**src/logic/afs_pkg.sv**
```systemverilog
/*
 * shared constants and carrier types of the axis fault supervisor:
 * register offsets, control field layout, reset values, timing counts.
 * assumes a 20 MHz core clock and current readings given in microamps.
 */
package afs_pkg;

    // ------------------------------------------------------------------
    // clock and timing
    // ------------------------------------------------------------------
    localparam int CLK_HZ = 20000000;
    localparam int BLINK_HALF_MS = 250;
    localparam int BLINK_HALF_CYC = CLK_HZ / 1000 * BLINK_HALF_MS;
    localparam int BLINK_CW = 23;
    typedef logic [BLINK_CW-1:0] afs_bcnt_type;

    // ------------------------------------------------------------------
    // signal widths and current-loop limits
    // ------------------------------------------------------------------
    localparam int LOOP_W = 16;
    localparam int SSI_W = 24;
    localparam int ADDR_W = 4;
    localparam int DATA_W = 32;
    localparam int FLT_W = 6;
    localparam int CTRL_W = 9;
    localparam logic [LOOP_W-1:0] LOOP_MIN_UA = 16'h0e10; // 3.6 mA
    localparam logic [LOOP_W-1:0] LOOP_MAX_UA = 16'h5208; // 21.0 mA
    localparam logic [SSI_W-1:0] SSI_MAX_RST = 24'hffffff;

    // ------------------------------------------------------------------
    // register offsets
    // ------------------------------------------------------------------
    localparam logic [ADDR_W-1:0] REG_CTRL = 4'h0;
    localparam logic [ADDR_W-1:0] REG_STAT = 4'h1;
    localparam logic [ADDR_W-1:0] REG_ISTAT = 4'h2;
    localparam logic [ADDR_W-1:0] REG_IMASK = 4'h3;
    localparam logic [ADDR_W-1:0] REG_SSIMAX = 4'h4;

    // ------------------------------------------------------------------
    // modes and states
    // ------------------------------------------------------------------
    typedef enum logic [1:0] {
        MON_OFF = 2'b00,
        MON_ON = 2'b01,
        MON_AUTO = 2'b10
    } afs_mon_type;

    typedef enum logic [1:0] {
        PM_WAIT = 2'b00,
        PM_OK = 2'b01,
        PM_ERR = 2'b10
    } afs_pm_type;

    // ------------------------------------------------------------------
    // register layouts (msb first)
    // ------------------------------------------------------------------
    typedef struct packed {
        logic save_cmd;
        logic pos_from_ssi;
        logic pos_range_420;
        logic press2_range_420;
        logic press1_range_420;
        logic loop_polarity_select;
        logic pressure_control_active;
        afs_mon_type sensor_monitor_select;
    } afs_ctrl_type;

    localparam afs_ctrl_type CTRL_RST = 9'h071;

    typedef struct packed {
        logic rc_lost;
        logic param_err;
        logic ssi;
        logic pos;
        logic press2;
        logic press1;
    } afs_flt_type;

    // ------------------------------------------------------------------
    // module state records
    // ------------------------------------------------------------------
    typedef struct packed {
        afs_pm_type pm;
        afs_ctrl_type ctrl;
        logic [SSI_W-1:0] ssi_max;
        afs_flt_type imask;
        afs_flt_type istat;
        logic rc_flt;
        logic out_en;
        logic ready;
        logic led;
        logic [LOOP_W-1:0] cmd;
        logic [DATA_W-1:0] rdata;
        logic save_pls;
        logic dflt_pls;
    } afs_sup_state_type;

    localparam afs_sup_state_type SUP_RST = '{pm: PM_WAIT, ctrl: CTRL_RST,
        ssi_max: SSI_MAX_RST, default: '0};

    typedef struct packed {
        afs_bcnt_type cnt;
        logic phase;
    } afs_blink_state_type;

    typedef struct packed {
        logic fault;
    } afs_loop_state_type;

endpackage : afs_pkg

```
**src/logic/afs_loop_mon.sv**
```systemverilog
/*
 * range and broken-wire check for one current-loop feedback input.
 * assumes the reading is a microamp value synchronous to i_clk.
 */
`timescale 1ns/1ps
module afs_loop_mon (
    // clock and reset
    input wire logic i_clk,
    input wire logic i_rstn,
    input wire logic i_ce,
    // reading and setup
    input wire logic [afs_pkg::LOOP_W-1:0] i_value,
    input wire logic i_range_420,
    input wire logic i_mon_on,
    // result
    output logic o_fault
);

    afs_pkg::afs_loop_state_type st_ff;
    afs_pkg::afs_loop_state_type nxt_st;

    // ------------------------------------------------------------------
    // fault decision
    // ------------------------------------------------------------------
    // a low reading means a cut wire only when the live-zero range is set
    always_comb begin
        nxt_st = st_ff;
        nxt_st.fault = i_mon_on & ((i_value > afs_pkg::LOOP_MAX_UA) |
            (i_range_420 & (i_value < afs_pkg::LOOP_MIN_UA)));
    end

    always_ff @(posedge i_clk or negedge i_rstn) begin
        if (!i_rstn) begin
            st_ff <= '0;
        end else if (i_ce) begin
            st_ff <= nxt_st;
        end
    end

    assign o_fault = st_ff.fault;

endmodule : afs_loop_mon

```
**src/logic/afs_blink.sv**
```systemverilog
/*
 * free-running flash phase for the ready indicator.
 * assumes a clock enable that freezes the count while low.
 */
`timescale 1ns/1ps
module afs_blink #(
    parameter int HALF_CYC = afs_pkg::BLINK_HALF_CYC
) (
    // clock and reset
    input wire logic i_clk,
    input wire logic i_rstn,
    input wire logic i_ce,
    // flash phase
    output logic o_phase
);

    localparam afs_pkg::afs_bcnt_type LAST = afs_pkg::afs_bcnt_type'(HALF_CYC - 1);

    afs_pkg::afs_blink_state_type st_ff;
    afs_pkg::afs_blink_state_type nxt_st;

    // ------------------------------------------------------------------
    // half-period counter
    // ------------------------------------------------------------------
    always_comb begin
        nxt_st = st_ff;
        if (st_ff.cnt >= LAST) begin
            nxt_st.cnt = '0;
            nxt_st.phase = ~st_ff.phase;
        end else begin
            nxt_st.cnt = st_ff.cnt + 1'b1;
        end
    end

    always_ff @(posedge i_clk or negedge i_rstn) begin
        if (!i_rstn) begin
            st_ff <= '0;
        end else if (i_ce) begin
            st_ff <= nxt_st;
        end
    end

    assign o_phase = st_ff.phase;

endmodule : afs_blink

```
**src/logic/afs_supervisor.sv**
```systemverilog
/*
 * axis fault supervisor: watches loop feedback, serial position sensor,
 * parameter memory check and the remote-control link, gates the valve
 * output, drives ready and its indicator, and serves a small register port.
 * assumes all inputs synchronous to i_clk and a 20 MHz clock.
 */
`timescale 1ns/1ps
module afs_supervisor #(
    parameter int BLINK_HALF_CYC = afs_pkg::BLINK_HALF_CYC
) (
    // clock, reset, enable
    input wire logic i_clk,
    input wire logic i_rstn,
    input wire logic i_ce,
    // register port
    input wire logic [afs_pkg::ADDR_W-1:0] i_addr,
    input wire logic [afs_pkg::DATA_W-1:0] i_wdata,
    input wire logic i_wr,
    input wire logic i_rd,
    output logic [afs_pkg::DATA_W-1:0] o_rdata,
    // feedback inputs
    input wire logic [afs_pkg::LOOP_W-1:0] i_press1_ua,
    input wire logic [afs_pkg::LOOP_W-1:0] i_press2_ua,
    input wire logic [afs_pkg::LOOP_W-1:0] i_pos_ua,
    input wire logic [afs_pkg::SSI_W-1:0] i_ssi_pos,
    input wire logic i_ssi_err,
    // parameter memory check
    input wire logic i_pcheck_done,
    input wire logic i_pcheck_ok,
    // commissioning link and machine enable
    input wire logic i_remote_control_operation,
    input wire logic i_link_ok,
    input wire logic i_enable,
    // position loop output
    input wire logic [afs_pkg::LOOP_W-1:0] i_loop_out,
    // valve and status
    output logic o_valve_en,
    output logic [afs_pkg::LOOP_W-1:0] o_valve_cmd,
    output logic o_ready,
    output logic o_ready_led,
    output logic o_save_req,
    output logic o_load_defaults,
    output logic o_irq
);

    afs_pkg::afs_sup_state_type st_ff;
    afs_pkg::afs_sup_state_type nxt_st;

    logic mon_on;
    logic p1_flt;
    logic p2_flt;
    logic pos_flt;
    logic blink;
    logic ssi_flt;
    logic press_flt;
    logic rc_now;
    logic pm_bad;
    logic off_flt;
    logic any_flt;
    logic save_wr;
    afs_pkg::afs_flt_type flt;
    afs_pkg::afs_flt_type w1c;
    afs_pkg::afs_ctrl_type wctrl;
    logic [afs_pkg::DATA_W-1:0] rd_val;

    // ------------------------------------------------------------------
    // feedback monitors
    // ------------------------------------------------------------------
    assign mon_on = (st_ff.ctrl.sensor_monitor_select == afs_pkg::MON_ON) |
        (st_ff.ctrl.sensor_monitor_select == afs_pkg::MON_AUTO);

    afs_loop_mon u_press1 (
        .i_clk(i_clk),
        .i_rstn(i_rstn),
        .i_ce(i_ce),
        .i_value(i_press1_ua),
        .i_range_420(st_ff.ctrl.press1_range_420),
        .i_mon_on(mon_on),
        .o_fault(p1_flt)
    );

    afs_loop_mon u_press2 (
        .i_clk(i_clk),
        .i_rstn(i_rstn),
        .i_ce(i_ce),
        .i_value(i_press2_ua),
        .i_range_420(st_ff.ctrl.press2_range_420),
        .i_mon_on(mon_on),
        .o_fault(p2_flt)
    );

    // the loop input is not the feedback when the serial sensor is used
    afs_loop_mon u_pos (
        .i_clk(i_clk),
        .i_rstn(i_rstn),
        .i_ce(i_ce),
        .i_value(i_pos_ua),
        .i_range_420(st_ff.ctrl.pos_range_420),
        .i_mon_on(mon_on & ~st_ff.ctrl.pos_from_ssi),
        .o_fault(pos_flt)
    );

    afs_blink #(
        .HALF_CYC(BLINK_HALF_CYC)
    ) u_blink (
        .i_clk(i_clk),
        .i_rstn(i_rstn),
        .i_ce(i_ce),
        .o_phase(blink)
    );

    // ------------------------------------------------------------------
    // fault combination
    // ------------------------------------------------------------------
    // serial sensor: missing frame / error bit or value past the limit
    assign ssi_flt = mon_on & st_ff.ctrl.pos_from_ssi &
        (i_ssi_err | (i_ssi_pos > st_ff.ssi_max));
    // monitor flops lag a cycle; gate again so switching off acts at once
    assign press_flt = mon_on & (p1_flt | p2_flt);
    // live link loss counts at once, the latch holds it after return
    assign rc_now = mon_on & (st_ff.rc_flt |
        (i_remote_control_operation & ~i_link_ok));
    // waiting for the check also blocks, so no edge slips through early
    assign pm_bad = (st_ff.pm != afs_pkg::PM_OK);
    assign off_flt = (press_flt & st_ff.ctrl.pressure_control_active) |
        (mon_on & pos_flt) | ssi_flt | rc_now | pm_bad;
    assign flt = '{rc_lost: rc_now, param_err: (st_ff.pm == afs_pkg::PM_ERR), ssi: ssi_flt,
        pos: mon_on & pos_flt, press2: mon_on & p2_flt, press1: mon_on & p1_flt};
    assign any_flt = |flt;

    // ------------------------------------------------------------------
    // register port decode
    // ------------------------------------------------------------------
    assign wctrl = afs_pkg::afs_ctrl_type'(i_wdata[afs_pkg::CTRL_W-1:0]);
    assign save_wr = i_wr & (i_addr == afs_pkg::REG_CTRL) & wctrl.save_cmd;
    assign w1c = (i_wr & (i_addr == afs_pkg::REG_ISTAT)) ?
        afs_pkg::afs_flt_type'(i_wdata[afs_pkg::FLT_W-1:0]) : '0;

    // read mux; unmapped offsets read as zero
    always_comb begin
        rd_val = '0;
        case (i_addr)
            afs_pkg::REG_CTRL: begin
                rd_val[afs_pkg::CTRL_W-2:0] = st_ff.ctrl[afs_pkg::CTRL_W-2:0];
            end
            afs_pkg::REG_STAT: begin
                rd_val[afs_pkg::FLT_W-1:0] = flt;
                rd_val[afs_pkg::FLT_W] = st_ff.out_en;
                rd_val[afs_pkg::FLT_W+1] = st_ff.ready;
            end
            afs_pkg::REG_ISTAT: begin
                rd_val[afs_pkg::FLT_W-1:0] = st_ff.istat;
            end
            afs_pkg::REG_IMASK: begin
                rd_val[afs_pkg::FLT_W-1:0] = st_ff.imask;
            end
            afs_pkg::REG_SSIMAX: begin
                rd_val[afs_pkg::SSI_W-1:0] = st_ff.ssi_max;
            end
            default: begin
                rd_val = '0;
            end
        endcase
    end

    // ------------------------------------------------------------------
    // next state
    // ------------------------------------------------------------------
    always_comb begin
        nxt_st = st_ff;
        nxt_st.save_pls = save_wr;
        nxt_st.dflt_pls = 1'b0;
        nxt_st.rdata = i_rd ? rd_val : '0;
        // parameter memory check at power-up
        case (st_ff.pm)
            afs_pkg::PM_WAIT: begin
                if (i_pcheck_done) begin
                    nxt_st.pm = i_pcheck_ok ? afs_pkg::PM_OK : afs_pkg::PM_ERR;
                end
            end
            afs_pkg::PM_OK: begin
                nxt_st.pm = afs_pkg::PM_OK;
            end
            afs_pkg::PM_ERR: begin
                if (save_wr) begin
                    nxt_st.pm = afs_pkg::PM_OK;
                    nxt_st.dflt_pls = 1'b1;
                end
            end
            default: begin
                nxt_st.pm = afs_pkg::PM_WAIT;
            end
        endcase
        // register writes; the save bit itself is never stored
        if (i_wr && i_addr == afs_pkg::REG_CTRL) begin
            nxt_st.ctrl = wctrl;
            nxt_st.ctrl.save_cmd = 1'b0;
        end
        if (i_wr && i_addr == afs_pkg::REG_IMASK) begin
            nxt_st.imask = afs_pkg::afs_flt_type'(i_wdata[afs_pkg::FLT_W-1:0]);
        end
        if (i_wr && i_addr == afs_pkg::REG_SSIMAX) begin
            nxt_st.ssi_max = i_wdata[afs_pkg::SSI_W-1:0];
        end
        // default set replaces whatever was written alongside it
        if (nxt_st.dflt_pls) begin
            nxt_st.ctrl = afs_pkg::CTRL_RST;
            nxt_st.ssi_max = afs_pkg::SSI_MAX_RST;
        end
        // sticky status: a fault present in the clear cycle stays set
        nxt_st.istat = (st_ff.istat & ~w1c) | flt;
        // link-loss latch ends when remote control is left or monitoring is switched off
        nxt_st.rc_flt = rc_now & i_remote_control_operation;
        // output gating and ready
        nxt_st.out_en = i_enable & ~off_flt;
        nxt_st.ready = i_enable & ~off_flt;
        if (!nxt_st.out_en) begin
            nxt_st.cmd = '0;
        end else if (st_ff.ctrl.loop_polarity_select) begin
            nxt_st.cmd = afs_pkg::LOOP_W'(-i_loop_out);
        end else begin
            nxt_st.cmd = i_loop_out;
        end
        // indicator flashes on any fault while enabled, solid when ready
        nxt_st.led = (i_enable & any_flt) ? blink : nxt_st.ready;
    end

    // single state register, frozen while the clock enable is low
    always_ff @(posedge i_clk or negedge i_rstn) begin
        if (!i_rstn) begin
            st_ff <= afs_pkg::SUP_RST;
        end else if (i_ce) begin
            st_ff <= nxt_st;
        end
    end

    // ------------------------------------------------------------------
    // outputs
    // ------------------------------------------------------------------
    assign o_rdata = st_ff.rdata;
    assign o_valve_en = st_ff.out_en;
    assign o_valve_cmd = st_ff.cmd;
    assign o_ready = st_ff.ready;
    assign o_ready_led = st_ff.led;
    assign o_save_req = st_ff.save_pls;
    assign o_load_defaults = st_ff.dflt_pls;
    assign o_irq = |(st_ff.istat & st_ff.imask);

    // ------------------------------------------------------------------
    // assertions
    // ------------------------------------------------------------------
    mon_off_a: assert property (@(posedge i_clk) disable iff (!i_rstn)
        (i_ce && !mon_on && i_enable && !pm_bad) |=> o_valve_en)
        else $error("output blocked with monitoring off");

    press_off_a: assert property (@(posedge i_clk) disable iff (!i_rstn)
        (i_ce && press_flt && st_ff.ctrl.pressure_control_active) |=> !o_valve_en)
        else $error("pressure fault did not disable output");

    press_ignore_a: assert property (@(posedge i_clk) disable iff (!i_rstn)
        (i_ce && i_enable && !st_ff.ctrl.pressure_control_active && !pos_flt &&
        !ssi_flt && !rc_now && !pm_bad) |=> o_valve_en)
        else $error("pressure fault acted in positioning mode");

    pos_off_a: assert property (@(posedge i_clk) disable iff (!i_rstn)
        (i_ce && (flt.pos || ssi_flt)) |=> (!o_valve_en && o_valve_cmd == '0))
        else $error("position fault did not switch output off");

    rc_off_a: assert property (@(posedge i_clk) disable iff (!i_rstn)
        (i_ce && mon_on && i_remote_control_operation && !i_link_ok)
        |=> (!o_valve_en && st_ff.rc_flt))
        else $error("link loss did not switch output off");

    pm_hold_a: assert property (@(posedge i_clk) disable iff (!i_rstn)
        (st_ff.pm != afs_pkg::PM_OK) |-> !o_valve_en)
        else $error("output active without good parameters");

    led_flash_a: assert property (@(posedge i_clk) disable iff (!i_rstn)
        (i_ce && i_enable && any_flt) |=> (o_ready_led == $past(blink)))
        else $error("indicator not flashing on fault");

    save_clear_a: assert property (@(posedge i_clk) disable iff (!i_rstn)
        (i_ce && st_ff.pm == afs_pkg::PM_ERR && save_wr)
        |=> (st_ff.pm == afs_pkg::PM_OK && o_load_defaults && o_save_req &&
        st_ff.ctrl == afs_pkg::CTRL_RST))
        else $error("save did not clear parameter error");

    range_gate_a: assert property (@(posedge i_clk) disable iff (!i_rstn)
        (i_ce && !st_ff.ctrl.press1_range_420 && i_press1_ua <= afs_pkg::LOOP_MAX_UA)
        |=> !p1_flt)
        else $error("wire break flagged outside live-zero range");

    polarity_a: assert property (@(posedge i_clk) disable iff (!i_rstn)
        (i_ce && i_enable && !off_flt && st_ff.ctrl.loop_polarity_select)
        |=> (o_valve_cmd == afs_pkg::LOOP_W'(-$past(i_loop_out))))
        else $error("polarity select did not invert output");

    ready_drop_a: assert property (@(posedge i_clk) disable iff (!i_rstn)
        (i_ce && off_flt) |=> (!o_ready &&
        (o_ready_led == ($past(i_enable) && $past(any_flt) && $past(blink)))))
        else $error("ready stayed high during disabling fault");

    sticky_set_a: assert property (@(posedge i_clk) disable iff (!i_rstn)
        (i_ce && |flt) |=> ((st_ff.istat & $past(flt)) == $past(flt)))
        else $error("status bit lost while its fault stood");

    irq_level_a: assert property (@(posedge i_clk) disable iff (!i_rstn)
        (i_ce && !i_wr && |(flt & st_ff.imask)) |=> o_irq)
        else $error("unmasked fault did not raise interrupt");

    rdata_idle_a: assert property (@(posedge i_clk) disable iff (!i_rstn)
        (i_ce && !i_rd) |=> (o_rdata == '0))
        else $error("read data stood without a read");

    cmd_zero_a: assert property (@(posedge i_clk) disable iff (!i_rstn)
        !o_valve_en |-> (o_valve_cmd == '0))
        else $error("valve command left while output off");

    dflt_only_a: assert property (@(posedge i_clk) disable iff (!i_rstn)
        (i_ce && st_ff.pm != afs_pkg::PM_ERR) |=> !o_load_defaults)
        else $error("defaults loaded without parameter error");

    enable_off_a: assert property (@(posedge i_clk) disable iff (!i_rstn)
        (i_ce && !i_enable) |=> (!o_valve_en && !o_ready))
        else $error("output or ready high without enable");

endmodule : afs_supervisor

```
**config.mk**
```make
export PLATFORM = sky130hd
export DESIGN_NAME = afs_supervisor
export DESIGN_NICKNAME = d
export VERILOG_FILES = /design/src/logic/afs_pkg.sv /design/src/logic/afs_loop_mon.sv /design/src/logic/afs_blink.sv /design/src/logic/afs_supervisor.sv
export SDC_FILE = /design/constraint.sdc
export NUM_CORES = 1
export LEC_CHECK = 0
export BUFFER_PORTS_ARGS = -buffer_cell sky130_fd_sc_hd__buf_2
export CAP_MARGIN = 20
export CELL_PAD_IN_SITES_DETAIL_PLACEMENT = 0
export CELL_PAD_IN_SITES_GLOBAL_PLACEMENT = 1
export CORE_ASPECT_RATIO = 0.7
export CORE_MARGIN = 5
export CORE_UTILIZATION = 41
export CTS_BUF_LIST = sky130_fd_sc_hd__clkbuf_4 sky130_fd_sc_hd__clkbuf_8
export CTS_CLUSTER_DIAMETER = 100
export DETAILED_ROUTE_END_ITERATION = 6
export GPL_TIMING_DRIVEN = 0
export HOLD_SLACK_MARGIN = 0.02
export PLACE_DENSITY = 0.79
export SLEW_MARGIN = 10
export SYNTH_ARGS = -nofsm -noshare
export SYNTH_HDL_FRONTEND = slang
export SYNTH_SLANG_ARGS = --single-unit
```
**constraint.sdc**
```tcl
create_clock -name i_clk -period 3.2 [get_ports i_clk]
set_input_delay 0.64 -clock i_clk [delete_from_list [all_inputs] [get_ports i_clk]]
set_output_delay 0.64 -clock i_clk [all_outputs]
set_load 0.1 [all_outputs]
```
==> impl_metrics.tcl <==
set metrics [dict create \
    cts_hold_buf 0 \
    synth_top_cell_area_share 0.333 \
    clk_path_buf_depth 2 \
    arrival_ps 3060 \
    routed_wl_mm 18.9 \
    hold_violations 0 \
    crit_path_max_incr_delay_ps 550 \
    ys_top_cells_by_area "dfrtp_1 33%, dfstp_2 11%, buf_4 5.7%" \
    syn_area_per_cell_sq_um 10.1 \
    io_buffer_count 171 \
    routedWlPerCell_um 17.1 \
    cellPowerDensity_nw_per_um2 630 \
    yosysWarnings 0 \
    final_antenna_net_count 0 \
    cts_root_buf "clkbuf_8" \
    maxCapViolations 0 \
    status "completed" \
    drcViolationCount 0 \
    r2r-end "o_valve_cmd[7]$_DFFE_PN0P_" \
    post-cts-setup-buffers 0 \
    ctsHtreeMaxLevel 4 \
    synthMuxAreaShare 0.0280 \
    ys_async_sr_fraction 1.00 \
    cp.required_ps 3550 \
    rsz0062_at_grt "false" \
    worst-slew-pin-transition_ps 795 \
    grt_pass1_vias 5899 \
    grt_start_max_net_pins 65 \
    critPathMaxFanout 10 \
    ir_drop_uv 301 \
    final_max_slew_viol_count 0 \
    netlist_instances 667 \
    synthToLayoutAreaGrowth_pct 24.3 \
    tritoncts "yes" \
    antenna_found_initial 2 \
    grtUsageMet2 0.294 \
    ctsResizeCount 0 \
    combPwrFrac 0.320 \
    grt_overflow 0 \
    synth-edff-count 0 \
    drt_iter0_markers 298 \
    p_int_uw 3300 \
    r2r-start "st_ff[88]$_DFFE_PN1P_" \
    synth_cell_type_count 58 \
    synthSimpleGateAreaFrac 0.135 \
    dpl.hpwl_mm 14.6 \
    synth_top_family_by_area "compound AO/OA/AOI/OAI gates" \
    seq_area_frac_synth 0.442 \
    yosys.area_share.adder 0.0556 \
    clk_pin_slew_ps 70 \
    yosysMostFrequentCell "dfrtp_1" \
    max_freq_mhz 369 \
    start_kind "register" \
    fp.dieW_um 163 \
    regToRegSetupSlack_ps 490 \
    clkPwrFrac 0.285 \
    grt.total_usage 0.196 \
    worstSetupEndpointType "register" \
    vias 5739 \
    coreArea_sq_um 16200 \
    p_leak_uw 0.00410 \
    ios 189 \
    hold_path.class "input port to asynchronous set/reset pin" \
    finalPower_uw 5290 \
    setup_viol 0 \
    worstPathCellList "inv_1, ha_1, nand4_1, nor4_2, a21oi_1, o21ai_2, nand3_2, or3_1, buf_6, buf_12, o2bb2ai_2" \
    p_seq_frac 0.395 \
    crit_slowest_cell "dfstp_2" \
    drive_above_1_share 0.355 \
    grtUsageMet3 0.0593 \
    initial_core_util 0.416 \
    met1_usage 0.281 \
    ys_ff_latch 118 \
    gp_congestion 0.866 \
    cts.sinks 118 \
    synth_compound_area_frac 0.211 \
    path_class "register to register" \
    first_pass_iters 5 \
    die_h_um 117 \
    netlist_area_sq_um 6760 \
    final.setup.tns_ps 0 \
    cp_top_family "simple AND/OR/NAND/NOR gates" \
    grt_pass1_wl_mm 30.3 \
    fin_crit_ps 2710 \
    p_sw_uw 1990 \
    grt_busiest_layer "met2" \
    via_per_inst 5.19 \
    finClkSkew_ps 18.4 \
    synth_common_cells "90 x dfrtp_1, 59 x nand2_1, 51 x buf_4" \
    p_sw_frac 0.376 \
    num_rows 39 \
    die-area_sq_um 19200 \
    slew_headroom 0.468 \
    synth-xor-area-share 0.0311 \
    clock_latency_ps 430 \
    cts_made_buffers 17 \
    reg2regPathDepth 11 \
    synth_top_cell_by_area "dfrtp_1" \
    layout.nets 1031 \
    finalCritPeriodShare 0.847 \
    synth_flop_cell "dfrtp_1" \
    crit_buf_inv 3 \
]
-- worst max path at each step --
stage / from / endpoint / slack [ps] / cells past startpoint
3_5_place_dp: i_ssi_pos[22] / o_valve_cmd[10]$_DFFE_PN0P_ / 310 / 11
2_1_floorplan: i_ssi_pos[22] / o_valve_cmd[11]$_DFFE_PN0P_ / 660 / 10
5_1_grt: st_ff[88]$_DFFE_PN1P_ / o_valve_cmd[7]$_DFFE_PN0P_ / 340 / 11
6_report: st_ff[88]$_DFFE_PN1P_ / o_valve_cmd[7]$_DFFE_PN0P_ / 490 / 11
4_1_cts: st_ff[88]$_DFFE_PN1P_ / o_valve_cmd[7]$_DFFE_PN0P_ / 480 / 11
3_3_place_gp: i_rstn / o_rdata[15]$_DFFE_PN0P_ / 40 / 1
-- power groups by stage --
stage / registers [uW] / logic, uW / clock network (uW)
after floorplan: 2080 / 1240 / 0
after global placement: 2090 / 1640 / 0
after detailed placement: 2110 / 1690 / 0
after CTS: 2080 / 1700 / 1540
after global routing: 2130 / 1840 / 1610
final: 2090 / 1690 / 1510
-- layout by cell type (no fill, tap or decap), types with 6 or more instances in the layout --
| cell type | netlist | final |
|---|---|---|
| a21oi_1 | 21 | 21 |
| a221oi_1 | 9 | 9 |
| a22o_1 | 21 | 21 |
| and3_1 | 11 | 11 |
| buf_2 | 0 | 170 |
| buf_4 | 51 | 51 |
| clkbuf_1 | 19 | 19 |
| clkbuf_8 | 0 | 18 |
| conb_1 | 1 | 8 |
| dfrtp_1 | 90 | 90 |
| dfstp_2 | 28 | 28 |
| ha_1 | 30 | 30 |
| inv_1 | 42 | 42 |
| mux2_2 | 7 | 7 |
| mux2i_1 | 11 | 11 |
| nand2_1 | 59 | 59 |
| nand2b_1 | 6 | 6 |
| nand3_1 | 20 | 20 |
| nand4_1 | 12 | 12 |
| nor2_1 | 22 | 22 |
| nor3_1 | 10 | 10 |
| o21ai_0 | 38 | 38 |
| o22a_1 | 27 | 27 |
| o2bb2ai_1 | 17 | 17 |
| o2bb2ai_2 | 9 | 9 |
| o31ai_1 | 9 | 9 |
| o41ai_1 | 7 | 7 |
| xnor2_1 | 15 | 15 |
| xor2_1 | 9 | 9 |
-- layout make-up --
type / count / area (sq um)
fillers: 1521 / 7850
diodes: 1 / 2.50
multi-input cells: 440 / 3140
inverters: 42 / 158
clock inverters: 13 / 180
well taps: 225 / 282
clock buffers: 19 / 255
repair buffers: 173 / 895
plain buffers: 74 / 493
flip-flops and latches: 118 / 2990
-- flip-flops by register name (all words and copies together) (netlist names), 16 cells and up --
register	cells
u_blink.st_ff	23
st_ff	47
o_rdata	24
o_valve_cmd	16
-- kinds of logic (layout without fill, tap and decap cells) --
kind of cell    Yosys count  in the layout
other cells               1              9
simple gates            174            174
compound gates          186            186
buf+inv                 116            321
flops                   118            118
mux                      18             18
fa+ha+maj                30             30
xor+xnor                 24             24
-- per-layer routing --
| layer | vias up | wire length, um |
|---|---|---|
| li1 | 2786 | - |
| met1 | 2711 | 8730 |
| met2 | 221 | 8270 |
| met3 | 17 | 1700 |
| met4 | 4 | 148 |
| met5 | - | 21 |
-- worst register-to-register path, stage by stage, from the launching register on --
cell,delay [ps]
dfstp_2,550
inv_1,50
ha_1,300
nand4_1,200
nor4_2,380
a21oi_1,130
o21ai_2,70
nand3_2,130
or3_1,390
buf_6,160
buf_12,150
o2bb2ai_2,120
-- through the flow --
stage | utilization | area (sq um) | cells | hold WS, ps | setup WS [ps]
final | 0.517 | 8400 | 1105 | 196 | 489
after global routing | 0.517 | 8390 | 1104 | 231 | 337
after CTS | 0.516 | 8390 | 1103 | 202 | 475
after detailed placement | 0.489 | 7950 | 1071 | 474 | 311
after global placement | 0.487 | 7920 | 1070 | 467 | 42.2
after floorplan | - | 6780 | 674 | 344 | 661
Note: power is estimated with default switching activity, not from simulation.
